--- src/hdl/liu_event_defs.svh ---
// Constants for the per-channel event flag and error counter registers.
// Assumes it is included by name, once per compile unit.
`ifndef LIU_EVENT_DEFS_SVH
`define LIU_EVENT_DEFS_SVH

`define EVT_FLAGS_CH1_OFS    8'h19
`define EVT_CNT_LOW_CH1_OFS  8'h1A
`define EVT_CNT_HIGH_CH1_OFS 8'h1B
`define EVT_FLAGS_CH2_OFS    8'h39
`define EVT_CNT_LOW_CH2_OFS  8'h3A
`define EVT_CNT_HIGH_CH2_OFS 8'h3B

`define BIT_PULSE_AMP_OVER   7
`define BIT_JITTER_OVER      6
`define BIT_JITTER_UNDER     5
`define BIT_PATTERN_ERROR    4
`define BIT_MANY_ZEROS       3
`define BIT_CODE_VIOLATION   2
`define BIT_SECOND_TIMER     1
`define BIT_COUNTER_WRAP     0

`define FLAGS_RESET          8'h00
`define COUNT_RESET          16'h0000

`endif

--- src/hdl/liu_event_pkg.sv ---
// Types shared by the event flag and counter register block.
// Assumes nothing beyond a SystemVerilog compiler.
package liu_event_pkg;

    // Control interface styles picked by the interface-select straps.
    typedef enum logic [1:0] {
        IF_HARDWARE  = 2'h0,
        IF_SERIAL    = 2'h1,
        IF_PARALLEL1 = 2'h2,
        IF_PARALLEL2 = 2'h3
    } ctrl_if_t;

endpackage : liu_event_pkg

--- src/hdl/liu_event_status_counter_regs.sv ---
// Per-channel event flags that clear on read, the 16-bit error counter
// bytes, and the decode of the interface and termination straps.
// Assumes event inputs are one-cycle pulses synchronous to ref_clk and that
// the host bus logic presents one read strobe per register read.
//
// How it works
// - Reading flag register returns then clears flags.
// - Bit 7 latches pulse amplitude overflow.
// - Bit 6 latches jitter buffer overflow.
// - Bit 5 latches jitter buffer underflow.
// - Bit 4 latches pattern checker bit error.
// - Bit 3 latches many-zeros detection.
// - Bit 2 latches line code violation.
// - Bit 1 latches one-second timer expiry.
// - Bit 0 latches error counter overflow.
// - Low byte register shows counter bits 7-0.
// - High byte shows bits 15-8; reset zero.
// - Interface straps decode to four control styles.
// - Each channel has its own termination strap.
// - Strap low means internal matching both paths.
// - Strap high: external, except T1/J1 transmitter.
`include "liu_event_defs.svh"
`timescale 1ns/1ps
`default_nettype none

module liu_event_status_counter_regs
    import liu_event_pkg::*;
#(
    parameter int CHANNELS = 2,
    parameter int CNT_W    = 16
) (
    input  wire logic                  ref_clk,
    input  wire logic                  rst_b,
    input  wire logic                  reg_rd,
    input  wire logic [7:0]            reg_addr,
    output var  logic [7:0]            reg_rdata,
    input  wire logic [CHANNELS*8-1:0] event_pulse,
    input  wire logic [CHANNELS-1:0]   error_tick,
    input  wire logic [CHANNELS-1:0]   counter_clear,
    output var  logic [CHANNELS-1:0]   event_irq,
    input  wire logic [1:0]            interface_select_strap,
    input  wire logic [CHANNELS-1:0]   termination_select_strap,
    input  wire logic [CHANNELS-1:0]   channel_e1_mode,
    output var  logic [1:0]            ctrl_if_mode,
    output var  logic [CHANNELS-1:0]   rx_external_match,
    output var  logic [CHANNELS-1:0]   tx_external_match
);

    ////////////////////////////////////////////////////////////////////////
    // Address decode helpers.

    // Offset of a channel's register: channel 2 sits 0x20 above channel 1.
    function automatic logic [7:0] chan_ofs(input logic [7:0] base,
                                            input int ch);
        chan_ofs = base + (ch[0] ? 8'h20 : 8'h00);
    endfunction : chan_ofs

    ////////////////////////////////////////////////////////////////////////
    // Per-channel state.

    logic [7:0]       flags     [CHANNELS];
    logic [CNT_W-1:0] err_count [CHANNELS];
    logic [CHANNELS-1:0] flag_read;
    logic [CHANNELS-1:0] wrap;

    // A read strobe at a channel's flag offset is the clearing read.
    always_comb begin
        for (int ch = 0; ch < CHANNELS; ch++) begin
            flag_read[ch] = reg_rd &&
                (reg_addr == chan_ofs(`EVT_FLAGS_CH1_OFS, ch));
            wrap[ch] = error_tick[ch] && (&err_count[ch]);
        end
    end

    // Error counter counts up and wraps; the wrap feeds bit 0.
    always_ff @(posedge ref_clk or negedge rst_b) begin
        if (!rst_b) begin
            for (int ch = 0; ch < CHANNELS; ch++)
                err_count[ch] <= `COUNT_RESET;
        end else begin
            for (int ch = 0; ch < CHANNELS; ch++) begin
                if (counter_clear[ch])
                    err_count[ch] <= `COUNT_RESET;
                else if (error_tick[ch])
                    err_count[ch] <= err_count[ch] + 1'b1;
            end
        end
    end

    // Flags: a new event wins over the clear so no event is lost; the
    // read returns the value sampled before the clear takes effect.
    always_ff @(posedge ref_clk or negedge rst_b) begin
        if (!rst_b) begin
            for (int ch = 0; ch < CHANNELS; ch++)
                flags[ch] <= `FLAGS_RESET;
        end else begin
            for (int ch = 0; ch < CHANNELS; ch++) begin
                logic [7:0] set_v;
                set_v = event_pulse[ch*8 +: 8];
                set_v[`BIT_COUNTER_WRAP] = set_v[`BIT_COUNTER_WRAP] |
                                           wrap[ch];
                // Bits 7..1 each latch their own source event.
                flags[ch] <= (flag_read[ch] ? 8'h00 : flags[ch])
                             | set_v;
            end
        end
    end

    // Interrupt request follows any set flag and drops with the read.
    always_ff @(posedge ref_clk or negedge rst_b) begin
        if (!rst_b)
            event_irq <= '0;
        else
            for (int ch = 0; ch < CHANNELS; ch++)
                event_irq[ch] <= (flag_read[ch] ? 1'b0 : |flags[ch])
                    | (|event_pulse[ch*8 +: 8]) | wrap[ch];
    end

    ////////////////////////////////////////////////////////////////////////
    // Read data, registered one cycle after the read strobe.

    always_ff @(posedge ref_clk or negedge rst_b) begin
        if (!rst_b) begin
            reg_rdata <= 8'h00;
        end else if (reg_rd) begin
            reg_rdata <= 8'h00; // Unmapped offsets read zero.
            for (int ch = 0; ch < CHANNELS; ch++) begin
                if (reg_addr == chan_ofs(`EVT_FLAGS_CH1_OFS, ch))
                    reg_rdata <= flags[ch];
                if (reg_addr == chan_ofs(`EVT_CNT_LOW_CH1_OFS, ch))
                    reg_rdata <= err_count[ch][7:0];
                if (reg_addr == chan_ofs(`EVT_CNT_HIGH_CH1_OFS, ch))
                    reg_rdata <= err_count[ch][CNT_W-1 -: 8];
            end
        end
    end

    ////////////////////////////////////////////////////////////////////////
    // Strap decode, caught continuously by the clock after reset release.

    always_ff @(posedge ref_clk or negedge rst_b) begin
        if (!rst_b)
            ctrl_if_mode <= IF_HARDWARE;
        else
            ctrl_if_mode <= ctrl_if_t'(interface_select_strap);
    end

    // Termination is per channel; T1/J1 transmitters stay internal.
    always_ff @(posedge ref_clk or negedge rst_b) begin
        if (!rst_b) begin
            rx_external_match <= '0;
            tx_external_match <= '0;
        end else begin
            rx_external_match <= termination_select_strap;
            tx_external_match <= termination_select_strap
                                 & channel_e1_mode;
        end
    end
endmodule : liu_event_status_counter_regs

`default_nettype wire

--- config.mk ---
export PLATFORM = sky130hd
export DESIGN_NAME = liu_event_status_counter_regs
export DESIGN_NICKNAME = d
export VERILOG_FILES = /design/src/hdl/liu_event_pkg.sv /design/src/hdl/liu_event_status_counter_regs.sv
export VERILOG_INCLUDE_DIRS = /design/src /design/src/hdl
export SDC_FILE = /design/constraint.sdc
export NUM_CORES = 1
export LEC_CHECK = 0
export BUFFER_PORTS_ARGS = -buffer_cell sky130_fd_sc_hd__buf_2
export CAP_MARGIN = 5
export CORE_ASPECT_RATIO = 0.8
export CORE_MARGIN = 8
export CORE_UTILIZATION = 43
export CTS_CLUSTER_DIAMETER = 100
export DETAILED_ROUTE_END_ITERATION = 8
export PLACE_DENSITY = 0.71
export SLEW_MARGIN = 10
export SYNTH_ARGS = -nofsm -noshare
export SYNTH_HDL_FRONTEND = slang
export SYNTH_SLANG_ARGS = --single-unit
--- constraint.sdc ---
create_clock -name ref_clk -period 4.5 [get_ports ref_clk]
set_input_delay 0.225 -clock ref_clk [delete_from_list [all_inputs] [get_ports ref_clk]]
set_output_delay 0.225 -clock ref_clk [all_outputs]
set_load 0.05 [all_outputs]
After elaboration in Yosys (flattened, before gate mapping)
Cells that the tools add are included.
Cells by class
  add/sub/neg operators: 2
  equality and inequality tests: 6
  multiplexer cells: 14
  bitwise gates (word level): 9
  reduce and logical (&&, ||, !) cells: 12
Operator list (count)
  $mux W16: 4
  $mux W8: 8
  $add A16 B1 Y16 const B: 2
  $reduce_and A16 Y1: 2
  $reduce_or A8 Y1: 4
  $eq A8 B5 Y1 const B: 3
  $eq A8 B6 Y1 const B: 3
  $or A8 B8 Y8: 2
  $or A1 B1 Y1: 6
  $logic_and A1 B1 Y1: 4
  $reduce_bool A2 Y1: 2
  $and A2 B2 Y2: 1
  $mux W1: 2
Storage, ports and cells
  register bits: 64
  logic and storage cells: 52

Logic depth before layout (Yosys ltp)
  word-level depth: 7
  mapped depth: 6
  depth with buffers taken out: 5

Least setup slack after synthesis
No wires, ideal clock.
  path type: input -> register
  start point: in reg_addr[1]
  end point: reg event_irq[1]
  library setup time: 0.139 ns
  arrival: 1.361 ns
  slack: 3.000 ns
  stages: 5
  buffers on the path: 1
  cells stage by stage: buf_2 > and3b_4 > nand3_4 > a21boi_0 > or4_1
Between the ends
  longest elaborated chain between the ends: 5
Ends and longest elaborated chain
  start, declared: line liu_event_status_counter_regs.sv:35  | input wire logic [7:0] reg_addr,
  $eq A8 B6 Y1: line liu_event_status_counter_regs.sv:70  | (reg_addr == chan_ofs(`EVT_FLAGS_CH1_OFS, ch));
  $logic_and A1 B1 Y1: line liu_event_status_counter_regs.sv:69  | flag_read[ch] = reg_rd &&
  $mux W1: line liu_event_status_counter_regs.sv:115  | event_irq[ch] <= (flag_read[ch] ? 1'b0 : |flags[ch])
  $or A1 B1 Y1 (2 in series): line liu_event_status_counter_regs.sv:116  | | (|event_pulse[ch*8 +: 8]) | wrap[ch];
  end signal, assigned by index: line liu_event_status_counter_regs.sv:115
  end, declared: line liu_event_status_counter_regs.sv:40  | output var logic [CHANNELS-1:0] event_irq,
No other way between the ends.
A chain may end at the register's enable or synchronous reset.

Final worst setup path
  start point: reg err_count[3] in the netlist's numbering
  end point: reg err_count[15] in the netlist's numbering
Between the ends
  longest elaborated chain between the ends: 3
Ends and longest elaborated chain
  start, declared: line liu_event_status_counter_regs.sv:62  | logic [CNT_W-1:0] err_count [CHANNELS];
  start signal, assigned by index: line liu_event_status_counter_regs.sv:79  | err_count[ch] <= `COUNT_RESET;
  start signal, assigned by index: line liu_event_status_counter_regs.sv:83  | err_count[ch] <= `COUNT_RESET;
  start signal, assigned by index: line liu_event_status_counter_regs.sv:85  | err_count[ch] <= err_count[ch] + 1'b1;
  $add A16 B1 Y16: line liu_event_status_counter_regs.sv:85
  $mux W16: line liu_event_status_counter_regs.sv:84  | else if (error_tick[ch])
  $mux W16: line liu_event_status_counter_regs.sv:82  | if (counter_clear[ch])
No other way between the ends. The select of a mux whose other input is x is not followed.

==> flow_summary.toml <==
[job]
max_cap_violations = 0

[power]
internal_power_mw = 0.937
ir_worst_vdd_uv = 186
switching_share = 0.262
p_seq_frac = 0.469
p_comb_frac = 0.098
clkPwrFrac = 0.432
p_per_area_nw_per_um2 = 334
p_leak_nw = 1.53
p_sw_mw = 0.333

[sta]
tightest_slew_ns = 0.811
period_share = 0.371
clock_skew_ns = 0.00953
setup_tns_ns = 0
fin_ws_ns = 2.83
setup_viol = 0
relSlewSlack = 0.459
hold_viol = 0
rsz0062_at_grt = "no"
min_period_ns = 1.67
finalMaxSlewViolations = 0
fmax_ghz = 0.598

[worst_setup_path]
cp_slowest_cell = "or4_1"
cp.required_ns = 4.77
start_kind = "flop"
cp_slowest_stage_delay_ns = 0.50
cp.arrival_ns = 1.94
path_class = "reg2reg"
reg2reg_slack_ns = 2.83
crit_chain = "and4_1, nand3_2, or4_1, a21oi_1"
end_kind = "flop"
cp_max_fo = 7

[floorplan]
rows = 28
ios = 53
die-area_sq_um = 10600
initial_core_util = 0.440
core-area_sq_um = 7360
die-width_microns = 113
die_y_microns = 93.6

[hold_path]
hold_path.class = "in2async"

[yosys]
synth_cell_type_count = 53
synth_top_area_cell = "dfrtp_1"
syn_inst = 334
ys_seq_area_frac = 0.495
ys.flop_type = "dfrtp_1"
postSynthRegisterBits = 64
synth_area_sq_um = 3230
synthTopCellsByArea = "dfrtp_1, nor2_1, a21oi_1"
yosysTopAreaCellShare = 0.495
yosys_warnings = 0
synth_area_per_cell_sq_um = 9.68
synth_edf_count = 0
synth_nets = 373
synthArstFlopShare = 1.00

[clocking]
htreeDepth = 3
cts.sinks = 64
cts_buffers = 9
cts-hold-fix-buffers = 4
cts_resized = 0
postCtsSetupRepairBufs = 0
cts_buffer_depth = 2
cts_tree = "built"
path_clk_slew_ns = 0.07
clock_latency_ns = 0.35
cts_root_buf = "clkbuf_8"

[placement]
portBuffers = 52
place_area_sq_um = 3540
pre_cts_ws_ns = 2.73
place_congestion = 0.810
dp.cells = 460
dp_hpwl_microns = 6020

[layout]
stdcell_count = 480
fin_nets = 424
drive_gt1_frac = 0.197
design_area_sq_um = 3800
ff_latch_area_sq_um = 1600
multi_input_comb_area_sq_um = 1520
finish.utilization = 0.516
final_common_cell = "dfrtp_1"
n_antenna_cell = 0
syn2layout_area_growth_pct = 17.4
final_cell_mix = "dfrtp_1, buf_2, nor2_1"
fillers = 690

[grt]
grt_first_pass_wirelength_microns = 13800
grt_antenna_before_repair = 0
grt_max_degree = 65
grt_pass1_vias = 2761
grt_usage = 0.165
grt_overflow = 0

[route]
avgViaCountPerCell = 5.64
drt_first_pass_iters = 4
drtIter0Drc = 214
drc = 0
final_antenna_net_count = 0
vias = 2708
wirelength_microns = 8130
post_drt_wl_per_cell_microns = 16.9

[status]
outcome = "completed"
## final timing paths
kind	from	to	depth (start not counted)
setup reg to reg	err_count[3]	err_count[15]	4
hold reg to reg	flags[10]	flags[10]	1
hold / removal	rst_b	ctrl_if_mode[1]	2
setup / recovery	err_count[3]	err_count[15]	4
min in group ref_clk	event_pulse[5]	flags[13]	2
max in group asynchronous	rst_b	reg_rdata[2]	2
## stage by stage
stage	power, mW	hold slack, ns
CTS	1.28	0.0493
detailed placement	0.730	0.335
global placement	0.726	0.333
global route	1.32	0.0557
floorplan	0.678	-0.0706
finish	1.27	0.0475
## cell usage after synthesis, types with 2 or more instances
cell,count
nor4_1,16
a21oi_1,27
and4_1,2
or3_1,4
and4b_1,2
buf_1,2
clkbuf_1,10
nand2_1,22
and2_1,2
ha_1,2
mux2_2,2
o22ai_1,7
dfrtp_1,64
xor2_1,9
xnor2_1,11
a22oi_1,6
nand4_1,7
and3_1,3
nand3_1,11
o21ai_0,12
or4_1,4
nor3_1,9
mux2i_1,3
o31ai_1,3
buf_2,4
nor2_1,37
nor2b_1,3
inv_1,11
a21o_1,15
## layout make-up
type | count | area share
well taps | 90 | 0.0296
multi-input cells | 242 | 0.399
clock buffers | 9 | 0.0326
repair buffers | 57 | 0.0810
flip-flops and latches | 64 | 0.422
inverters | 11 | 0.0109
clock inverters | 7 | 0.0254
## kinds of logic after synthesis
logic type	Yosys count	share of synthesized area
AO/OA/AOI/OAI	83	0.164
XOR/XNOR	20	0.0542
adder cells (fa/ha/maj)	2	0.00774
buffers and inverters	28	0.0364
flip-flops	64	0.495
multiplexers	5	0.0162
AND/OR/NAND/NOR	132	0.227
## sequential cells by signal (all words and copies together) (netlist names)
register	count
ctrl_if_mode	2
flags	16
reg_rdata	8
tx_external_match	2
rx_external_match	2
err_count	32
event_irq	2
## worst max-delay path: cells and delay by family, from the launching register on
kind	cells	cell delay, ns
flops	1	0.44
compound gates	1	0.15
simple gates	3	1.02
## power groups by stage
| stage | Combinational, mW | Sequential, mW | Clock [mW] |
|---|---|---|---|
| final | 0.125 | 0.596 | 0.549 |
| after global routing | 0.137 | 0.597 | 0.590 |
| after CTS | 0.125 | 0.596 | 0.560 |
| after detailed placement | 0.122 | 0.607 | 0 |
| after global placement | 0.120 | 0.607 | 0 |
| after floorplan | 0.0467 | 0.631 | 0 |
## layer usage
layer  wire (microns)  up-vias  track usage
met3              546       11       0.0522
met5                0        -            0
met1             3980     1292        0.229
met4              173        0       0.0697
met2             3430       89        0.230
li1                 -     1316            -
(Power assumes the default switching activity.)
